===== src/ehm_pkg.sv =====
// Purpose: shared widths for the embedded hard multiplier block
// Assumes: one clock domain, active-low asynchronous clear
// Notes:   full operand is two equal lanes; product is twice as wide
package ehm_pkg;
  localparam int OP_W   = 18;          // full operand width
  localparam int LANE_W = 9;           // one lane in dual mode
  localparam int PR_W   = 2 * OP_W;    // full product width
  localparam int LPR_W  = 2 * LANE_W;  // one lane product width
  localparam logic [OP_W-1:0] OP_RST = 18'h00000;  // operand clear value
  localparam logic [PR_W-1:0] PR_RST = 36'h000000000; // product clear
  localparam logic            SG_RST = 1'b0;       // sign clear value
endpackage : ehm_pkg


===== src/ehm_mult.sv =====
// Purpose: one hard multiplier, 18x18 or two 9x9, with optional registers
// Assumes: operands and controls are synchronous to clk
// Notes:   rst_n is the shared asynchronous clear of every register;
//          bypassed output stages pass the product combinationally
//
// How it works
// - one 18x18 or two 9x9 multipliers
// - each operand registered or bypassed per section
// - bypass choice independent for every operand
// - input registers have clock, enable, clear
// - all registers share clock, enable, clear
// - sign select high means operand is signed
// - product signed if any operand signed
// - optional output registers on the product
// - dual mode lanes share one sign pair
`timescale 1ns/1ps
module ehm_mult (
  input  wire logic                     clk,
  input  wire logic                     rst_n,
  input  wire logic                     ena,
  input  wire logic                     mode_dual,
  input  wire logic                     a_reg_en,
  input  wire logic                     b_reg_en,
  input  wire logic                     sign_reg_en,
  input  wire logic                     out_reg_en,
  input  wire logic [ehm_pkg::OP_W-1:0] data_a,
  input  wire logic [ehm_pkg::OP_W-1:0] data_b,
  input  wire logic                     sign_a,
  input  wire logic                     sign_b,
  output logic      [ehm_pkg::PR_W-1:0] result
);
  localparam int OW = ehm_pkg::OP_W;
  localparam int LW = ehm_pkg::LANE_W;
  localparam int PW = ehm_pkg::PR_W;
  localparam int QW = ehm_pkg::LPR_W;

  logic [OW-1:0] a_q, b_q, next_a_q, next_b_q;
  logic          sa_q, sb_q, next_sa_q, next_sb_q;
  logic [PW-1:0] p_q, next_p_q;
  logic [OW-1:0] op_a, op_b;
  logic          sa, sb;
  logic [PW-1:0] prod;

  // next values of all registers: load only while the shared enable is high
  always_comb begin
    next_a_q  = a_q;
    next_b_q  = b_q;
    next_sa_q = sa_q;
    next_sb_q = sb_q;
    next_p_q  = p_q;
    if (ena) begin
      next_a_q  = data_a;
      next_b_q  = data_b;
      next_sa_q = sign_a;
      next_sb_q = sign_b;
      next_p_q  = prod;
    end
  end

  // one clock, one clear for every stage
  always_ff @(posedge clk or negedge rst_n) begin
    if (!rst_n) begin
      a_q  <= ehm_pkg::OP_RST;
      b_q  <= ehm_pkg::OP_RST;
      sa_q <= ehm_pkg::SG_RST;
      sb_q <= ehm_pkg::SG_RST;
      p_q  <= ehm_pkg::PR_RST;
    end else begin
      a_q  <= next_a_q;
      b_q  <= next_b_q;
      sa_q <= next_sa_q;
      sb_q <= next_sb_q;
      p_q  <= next_p_q;
    end
  end

  // operand selection; A and B each choose register or bypass by themselves, both signs share sign_reg_en
  assign op_a = a_reg_en ? a_q : data_a;
  assign op_b = b_reg_en ? b_q : data_b;
  assign sa   = sign_reg_en ? sa_q : sign_a;
  assign sb   = sign_reg_en ? sb_q : sign_b;

  // multiplier stage: extend each operand by its sign, keep full width
  always_comb begin
    logic signed [OW:0]   xa, xb;
    logic signed [2*OW+1:0] pf;
    logic signed [LW:0]   la, lb, ha, hb;
    logic signed [2*LW+1:0] pl, ph;
    xa = $signed({sa & op_a[OW-1], op_a});
    xb = $signed({sb & op_b[OW-1], op_b});
    la = $signed({sa & op_a[LW-1], op_a[LW-1:0]});
    lb = $signed({sb & op_b[LW-1], op_b[LW-1:0]});
    ha = $signed({sa & op_a[OW-1], op_a[OW-1:LW]});
    hb = $signed({sb & op_b[OW-1], op_b[OW-1:LW]});
    pf = xa * xb;
    pl = la * lb;
    ph = ha * hb;
    if (mode_dual) begin
      prod = {ph[QW-1:0], pl[QW-1:0]};
    end else begin
      prod = pf[PW-1:0];
    end
  end

  // optional output stage over the whole product
  assign result = out_reg_en ? p_q : prod;
endmodule : ehm_mult


===== config.mk =====
export PLATFORM = sky130hd
export DESIGN_NAME = ehm_mult
export DESIGN_NICKNAME = d
export VERILOG_FILES = /design/src/ehm_pkg.sv /design/src/ehm_mult.sv
export SDC_FILE = /design/constraint.sdc
export NUM_CORES = 1
export LEC_CHECK = 0
export BUFFER_PORTS_ARGS = -buffer_cell sky130_fd_sc_hd__buf_2
export CORE_MARGIN = 2
export CORE_UTILIZATION = 30
export DETAILED_ROUTE_END_ITERATION = 6
export PLACE_DENSITY = 0.48
export SETUP_SLACK_MARGIN = 0.4
export SLEW_MARGIN = 20
export SYNTH_ARGS = -nofsm -noshare
export SYNTH_HDL_FRONTEND = slang
export SYNTH_SLANG_ARGS = --single-unit

===== constraint.sdc =====
create_clock -name clk -period 21.3 [get_ports clk]
set_clock_uncertainty 0.15 [all_clocks]
set_input_delay 3.195 -clock clk [delete_from_list [all_inputs] [get_ports clk]]
set_output_delay 3.195 -clock clk [all_outputs]
set_load 0.01 [all_outputs]

### Word level (Yosys, flattened, before mapping)

Index checks and enable logic that the tools add are counted.
Widths: inputs -> output; s select.

* mux-type cells: 6
* divide/modulo/power cells: 0
* multiply operators: 3
* shifts and indexed selects: 0
* $add $sub $neg: 0
* reductions and logical operators: 0
* $lt $le $gt $ge: 0
* eq/ne operators: 0
* bitwise logic cells: 4

Operator list (count)
* $mux 36: 2
* $mul 10x10->18: 2
* $mul 19x19->36: 1
* $mux 18: 2
* $and 1x1->1: 4
* $mux 1: 2

* bits in registers: 74
* latch bits: 0
* output and inout port bits: 36
* bits in read-only memories: 0
* memories: 0
* logic and storage cells: 18
* memory bits (writable): 0

### Depth between registers and ports, before layout

Gate-level depths: netlist of the first run.

* word-level depth: 5
* gate-level depth with buffers: 29
* gate-level depth less buffers: 26

### Worst setup path after synthesis of the first run

No wires, ideal clock.

* kind: input port to output port
* start: input port b_reg_en
* end: output port result[33] (netlist bit)
* path buffers: 4
* required time: 17.955 ns
* path slack: 7.824 ns
* data arrival time: 10.131 ns
* cell stages on the path: 25
* cells stage by stage: buf_4 -> buf_1 -> buf_2 -> mux2i_1 -> clkbuf_1 -> nor2_1 -> fa_1 -> fa_1 -> inv_1 -> fa_1 -> inv_1 -> fa_1 -> fa_1 -> fa_1 -> ha_1 -> ha_1 -> and2_4 -> or4_4 -> a21oi_2 -> o21ai_2 -> a2111oi_4 -> o31ai_1 -> xnor2_1 -> mux2i_1 -> a21oi_1

* word-level cells in the longest chain between the ends: 5
* elaborated cells between the ends (all ways): 6

Ends and longest elaborated chain
* start: declaration: RTL line ehm_mult.sv:23 `input wire logic b_reg_en,`
* $mux 18 *: RTL line ehm_mult.sv:79 `assign op_b = b_reg_en ? b_q : data_b;`
* $and 1x1->1: RTL line ehm_mult.sv:90, ehm_mult.sv:94
* $mul 19x19->36 / $mul 10x10->18 (equally long branches): RTL line ehm_mult.sv:95, ehm_mult.sv:97
* $mux 36 *: RTL line ehm_mult.sv:98 `if (mode_dual) begin`
* $mux 36 *: RTL line ehm_mult.sv:106 `assign result = out_reg_en ? p_q : prod;`
* end: declaration: RTL line ehm_mult.sv:30 `output logic [ehm_pkg::PR_W-1:0] result`

Every way passes the cells marked *; elsewhere a longest branch is shown, timed or not.

### Worst setup path after layout of the first run

* start: input port a_reg_en
* end: output port result[33] (netlist bit)

* word-level cells in the longest chain between the ends: 5
* elaborated cells between the ends (all ways): 6

Ends and longest elaborated chain
* start: declaration: RTL line ehm_mult.sv:22 `input wire logic a_reg_en,`
* $mux 18 *: RTL line ehm_mult.sv:78 `assign op_a = a_reg_en ? a_q : data_a;`
* $and 1x1->1: RTL line ehm_mult.sv:89, ehm_mult.sv:93
* $mul 19x19->36 / $mul 10x10->18 (equally long branches): RTL line ehm_mult.sv:95, ehm_mult.sv:97
* $mux 36 *: RTL line ehm_mult.sv:98
* $mux 36 *: RTL line ehm_mult.sv:106

Marks and branches as above.

==> results of run 1 <==
cell usage after synthesis (all sizes together), types with 5 or more instances:
library cell / instances
nor2: 209
and3: 5
xor2: 20
buf: 17
a31oi: 7
o21ai: 42
clkbuf: 44
a2111oi: 6
o21bai: 6
dfrtp: 74
fa: 450
ha: 184
nand3: 9
xnor2: 62
inv: 539
nor3: 13
mux2: 106
nand2: 269
nand2b: 6
a21oi: 69
mux2i: 50
a211oi: 6
a21o: 20
area by class of cell:
| cell class | instances | area (um^2) |
|---|---|---|
| repair buffers | 109 | 620.6 |
| well taps | 940 | 1176 |
| clock inverters | 5 | 63.81 |
| multi-input cells | 1592 | 17070 |
| inverters | 539 | 2023 |
| clock buffers | 11 | 242.7 |
| flip-flops and latches | 74 | 1852 |
| fillers | 7368 | 46860 |
routing by layer:
metal / wire length, um / GRT usage, % / vias to the layer above / share of wire [%]
met3: 4502 / 4.052 / 78 / 6.8
li1: - / - / 6996 / -
met5: 0 / 0 / - / 0
met4: 1535 / 4.620 / 0 / 2.3
met1: 27840 / 24.20 / 8041 / 42
met2: 32020 / 30.94 / 480 / 49
cell usage in the layout, fill, tap and decap left out, types with 4 or more instances in the layout:
| cell type | instances |
|---|---|
| a21oi_1 | 68 |
| nand2_1 | 269 |
| buf_4 | 30 |
| xor2_1 | 20 |
| mux2i_2 | 8 |
| nand3_1 | 9 |
| o31ai_1 | 4 |
| dfrtp_1 | 74 |
| o21ai_1 | 25 |
| nand2b_1 | 6 |
| xnor2_1 | 62 |
| nor2_1 | 207 |
| buf_2 | 79 |
| o21ai_0 | 16 |
| mux2_2 | 106 |
| o21a_1 | 4 |
| nor3_1 | 13 |
| and3_1 | 5 |
| o21bai_1 | 6 |
| a31oi_1 | 7 |
| fa_1 | 450 |
| mux2i_1 | 42 |
| a211oi_1 | 6 |
| a21o_1 | 20 |
| ha_1 | 184 |
| inv_1 | 536 |
| clkbuf_16 | 9 |
| or3_1 | 4 |
cell families after synthesis:
family,Yosys count,synth area share (%)
xor gates and xnor gates,82,3.393
adders and majority gates,634,53.44
buffers and inverters,600,10.69
AOI/OAI and AO/OA,185,5.522
muxes,156,8.057
and+or+nand+nor,535,10.15
DFF,74,8.749
per-stage QoR:
stage                     area [um^2]  worst slack [ns]  cells
after detailed placement        22740             6.520   3254
after global routing            23050             5.842   3270
after global placement          22740             6.764   3254
final                           23050             6.481   3270
after floorplan                 21170             7.824   2266
after CTS                       23040             6.501   3270
final timing paths:
kind | endpoint | startpoint | depth (start not counted) | slack, ns
max in group asynchronous | b_q[8]$_DFFE_PN0P_ | rst_n | 2 | 17.31
setup / recovery | result[33] | a_reg_en | 26 | 6.48
hold reg to reg | p_q[15]$_DFFE_PN0P_ | p_q[15]$_DFFE_PN0P_ | 1 | 0.36
setup reg to reg | p_q[33]$_DFFE_PN0P_ | a_q[17]$_DFFE_PN0P_ | 23 | 13.30
hold / removal | p_q[15]$_DFFE_PN0P_ | p_q[15]$_DFFE_PN0P_ | 1 | 0.36
min in group asynchronous | p_q[30]$_DFFE_PN0P_ | rst_n | 1 | 2.60
worst reg2reg max path, delay by kind of cell, from the launching register on:
kind	cells	cell delay (ns)
compound gates	4	1.04
xor+xnor	1	0.14
fa+ha+maj	8	4.13
buf+inv	5	0.36
flops	1	0.37
mux	2	0.44
simple gates	3	1.24
state kept, by name (all words and copies together) (netlist names):
register	flops
p_q	36
sa_q	1
sb_q	1
a_q	18
b_q	18
==> key figures, run 1 <==
Setup path
  • Critical path buffers and inverters: 8
  • Slowest-stage cell, CP: fa_1
  • Delay-heaviest family, CP: adder cells
  • Crit Path Max Fanout: 36
  • CP arrival: 11.47 ns
  • Most used cell, CP: fa_1
  • Max stage delay on crit path: 0.91 ns
  • CP Capture Type: output port
  • Critical path launch point type: primary input
  • Critical path required time: 17.96 ns
  • Crit Path Class: primary input to output port

Routing
  • Vias: 15.60k
  • 1st-iter DRT viols: 892
  • DRT Pass-1 Iters: 5
  • DRC errors left: 0
  • DR WL/cell: 20.15 um
  • Routed WL: 65.91 mm
  • Antenna-violating nets left: 0
  • Vias per inst: 4.769

Clock tree
  • Post-CTS setup buffers: 0
  • CTS sink count: 74
  • Clock-pin slew on the worst setup and hold paths: 0.06 ns
  • Clk root buf: clkbuf_16
  • # H-tree levels: 3
  • Max clock buf depth: 2
  • Worst-skew pair later-pin latency: 0.39 ns
  • Hold_buf cts: 0
  • Num CTS Buffers: 9
  • TritonCTS clock tree: built
  • Post-cts resize count: 0

Yosys
  • Most used DFF post-synth: dfrtp_1
  • Net Count, Synth: 2946
  • Top cells by area, synth: fa_1 (43%), ha_1 (11%), inv_1 (9.5%), dfrtp_1 (8.7%), mux2_2 (5.6%)
  • Synth Warn #: 0
  • Synth top area share: 42.56%
  • Yosys cell types: 65
  • Number of synthesized register bits: 74
  • Syn avg cell area: 9.340 um^2
  • Post-synthesis sequential area ratio: 8.749%
  • Synth Cell Area: 0.02117 mm^2
  • Post-synthesis cell type with the largest combined area: fa_1
  • Post-synth ARST share: 100.0%
  • Syn Inst Count: 2266
  • Number of enable flip-flop cells after synthesis: 0

Worst hold path
  • Hold crit path type: register to register

Timing
  • Fin crit share: 69.57%
  • Peak Freq: 0.06748 GHz
  • RSZ-0062 raised after global routing: no
  • Max transition margin: 22.41%
  • Slew Limit Fails: 0
  • Min cycle time layout: 14.82 ns
  • Final Hold Viols: 0
  • Final setup vio count: 0
  • Final setup TNS: 0 ns
  • Worst hold slack: 0.3559 ns
  • Worst-Margin Slew: 1.131 ns

Global route
  • Largest net degree at the start of global routing: 68
  • Total gr overflow: 0
  • Vias in the first global route: 16.96k
  • Global-route wire length before repair: 101.5 mm
  • GRT Total Usage: 18.48%
  • Antenna violations before repair: 0

Finish
  • Final Util: 32.97%
  • Share of cells above drive strength 1: 10.94%
  • Antenna diode count: 0
  • Layout area overhead: 8.897%
  • Nets: 3005

Place
  • Routability Congestion: 0.9148
  • PortBufs: 81
  • DPL Wire Length: 54.96 mm

Floorplanning
  • I/O Pins: 82
  • Die height: 269.6 um
  • Full die area: 0.07269 mm^2
  • DIE WIDTH: 269.6 um
  • Core Box Area: 0.06991 mm^2
  • Cell Rows: 97
  • Initial Util: 30.28%

Status
  • Status: finished, final reports clean

Flow run
  • Max Cap Viol: 0
Power of run 1 is not shown: default switching activity piles up to over one toggle a cycle in this logic, so the estimate is an artifact.
==> inputs of run 2 (changes only) <==
- PLACE_DENSITY: 0.48 -> 0.49
- clock period: 21.3 -> 12.7 ns (I/O delays scaled with it)
==> run 2 against run 1 <==
Effect of this change:
- core utilization is 0.10 points higher
- first-iteration DRC count is 3.3% higher
- design area is 0.30% higher
- critical path depth is 1 lower
- clock-buffer cell count is 1 lower
- via count is 0.93% higher
- die area stayed put
- non-clock buffer count is 10 higher
- routed wire length is 3.4% higher
- highest routed layer unchanged
==> key figures, run 2 (synthesis gave the netlist of run 1 again) <==
Timing
  • Slew Limit Fails: 0 (unchanged)
  • RSZ-0062 raised after global routing: no
  • Max transition margin: 25.81% (+3.4 points)
  • Final setup TNS: 0 ns (unchanged)
  • Peak Freq: 0.08422 GHz
  • Min cycle time layout: 11.87 ns
  • Final setup vio count: 0 (unchanged)
  • Final Hold Viols: 0 (unchanged)
  • Fin crit share: 93.50%
  • Worst-Margin Slew: 1.082 ns (-0.04957 ns)

Place
  • Routability Congestion: 0.9232 (+0.92%)
  • PortBufs: 81 (unchanged)
  • DPL Wire Length: 57.35 mm (+4.3%)

Routing
  • DR WL/cell: 20.77 um (+3.1%)
  • Vias: 15.74k (+0.93%)
  • DRT Pass-1 Iters: 7 (+2)
  • DRC errors left: 0 (unchanged)
  • Antenna-violating nets left: 0 (unchanged)
  • 1st-iter DRT viols: 921 (+3.3%)
  • Vias per inst: 4.797 (+0.59%)
  • Routed WL: 68.15 mm (+3.4%)

Finish
  • Nets: 3015 (+0.33%)
  • Share of cells above drive strength 1: 11.16% (+0.21 points)
  • Commonest non-fill, non-tap cell in the layout: inv_1
  • Layout area overhead: 9.228%
  • Most frequent cells in the layout: inv_1 (536), fa_1 (450), nand2_1 (269)
  • Top reg by flops: p_q
  • Largest regs: p_q x36, a_q x18, b_q x18
  • Number of flip-flops in the largest register: 36 (unchanged)

Clock tree
  • CTS sink count: 74 (unchanged)
  • Hold_buf cts: 0 (unchanged)
  • Max clock buf depth: 2 (unchanged)
  • Post-CTS setup buffers: 0 (unchanged)
  • Worst-skew pair later-pin latency: 0.40 ns (about the same)
  • Num CTS Buffers: 9 (unchanged)
  • Clk root buf: clkbuf_16
  • # H-tree levels: 3 (unchanged)
  • Post-cts resize count: 0 (unchanged)
  • Clock-pin slew on the worst setup and hold paths: 0.06 ns (about the same)
  • TritonCTS clock tree: built

Setup path
  • Delay-heaviest family, CP: adder cells
  • CP arrival: 9.82 ns (-1.65 ns)
  • Crit. Startpoint: sign_reg_en
  • Most used cell, CP: fa_1
  • CP Capture Type: output port
  • Setup crit end: result[34]
  • Slowest-stage cell, CP: nor2_1
  • Critical path launch point type: primary input
  • Crit Path Max Fanout: 13 (-64%)
  • Critical path required time: 10.64 ns (-7.32 ns)
  • R2R Path Start: sa_q$_DFFE_PN0P_
  • Critical path buffers and inverters: 5 (-3)
  • Crit path depth: 25 (-3.8%)
  • R2R setup slack: 4.46 ns (-8.84 ns)
  • Crit Path Class: primary input to output port
  • Reg-to-Reg End: p_q[34]$_DFFE_PN0P_
  • Worst reg2reg path depth: 23 (unchanged)
  • Max stage delay on crit path: 0.87 ns (-0.04 ns)

Global route
  • Met3 Use GR: 3.927% (-0.12 points)
  • Total gr overflow: 0 (unchanged)
  • Global-route wire length before repair: 104.3 mm (+2.7%)
  • Antenna violations before repair: 2 (+2)
  • GR Util met1: 24.76% (+0.56 points)
  • Largest net degree at the start of global routing: 73 (+7.4%)
  • GRT Total Usage: 19.22% (+0.74 points)
  • GR peak layer: met2
  • Vias in the first global route: 17.09k (+0.75%)
  • Met2 Use GR: 32.45% (+1.5 points)

Status
  • Status: finished, final reports clean

Floorplanning
  • DIE WIDTH: 269.6 um (unchanged)
  • Die height: 269.6 um (unchanged)
  • Cell Rows: 97 (unchanged)
  • Initial Util: 30.28% (unchanged)
  • Core Box Area: 0.06991 mm^2 (unchanged)
  • Full die area: 0.07269 mm^2 (unchanged)
  • I/O Pins: 82 (unchanged)

Flow run
  • Max Cap Viol: 0 (unchanged)

Worst hold path
  • Hold crit path type: register to register
-- run 2: cell types whose count changed in the layout (fill, tap and decap cells not counted), moves of 2 or more --
| cell | delta |
|---|---|
| buf_4 | +9 |
| clkinv_4 | -3 |
| diode_2 | +2 |
| inv_6 | +2 |
| mux2i_1 | +4 |
| mux2i_2 | -4 |
-- run 2: worst min-delay path by stage --
stage                        start             endpoint  slack [ns]  depth (start not counted)
6_report       p_q[21]$_DFFE_PN0P_  p_q[21]$_DFFE_PN0P_        0.36                          1
5_1_grt        p_q[21]$_DFFE_PN0P_  p_q[21]$_DFFE_PN0P_        0.37                          1
4_1_cts        p_q[21]$_DFFE_PN0P_  p_q[21]$_DFFE_PN0P_        0.36                          1
3_5_place_dp   p_q[21]$_DFFE_PN0P_  p_q[21]$_DFFE_PN0P_        0.34                          1
3_3_place_gp    p_q[3]$_DFFE_PN0P_   p_q[3]$_DFFE_PN0P_        0.33                          1
2_1_floorplan  b_q[12]$_DFFE_PN0P_  b_q[12]$_DFFE_PN0P_        0.32                          1
-- run 2: metal layers --
layer,wire length [um],vias to the layer above
met1,28070,8108
li1,-,7004
met4,2136,0
met2,33080,525
met3,4861,103
met5,0,-
-- run 2: worst reg2reg max path, delay by kind of cell, from the launching register on --
kind / cells / cell delay [ns]
simple gates: 6 / 2.03
mux: 1 / 0.35
fa+ha+maj: 8 / 3.84
buf+inv: 3 / 0.22
compound gates: 5 / 1.14
flops: 1 / 0.36
-- run 2: stage by stage --
stage | setup WS [ns] | instance area (um^2) | hold WS (ns) | utilization (%) | std cells
4_1_cts | 0.6642 | 23100 | 0.3568 | 33.04 | 3279
3_3_place_gp | 0.6855 | 22800 | 0.3332 | 32.61 | 3264
3_5_place_dp | 0.6722 | 22800 | 0.3418 | 32.61 | 3264
6_report | 0.8256 | 23120 | 0.3563 | 33.07 | 3281
2_1_floorplan | 1.804 | 21170 | 0.3250 | - | 2266
5_1_grt | 0.4017 | 23120 | 0.3730 | 33.07 | 3280
-- run 2: area by class of cell --
type                       instances  area, um^2
clock inverter                     5       62.56
tap                              940        1176
clock buffer                      10       239.0
sequential                        74        1852
fill                            7440       46790
multi-input combinational       1592       17060
antenna                            2       5.005
timing repair buffer             119       701.9
inverter                         539        2023
Power of run 2 is left out for the same reason.
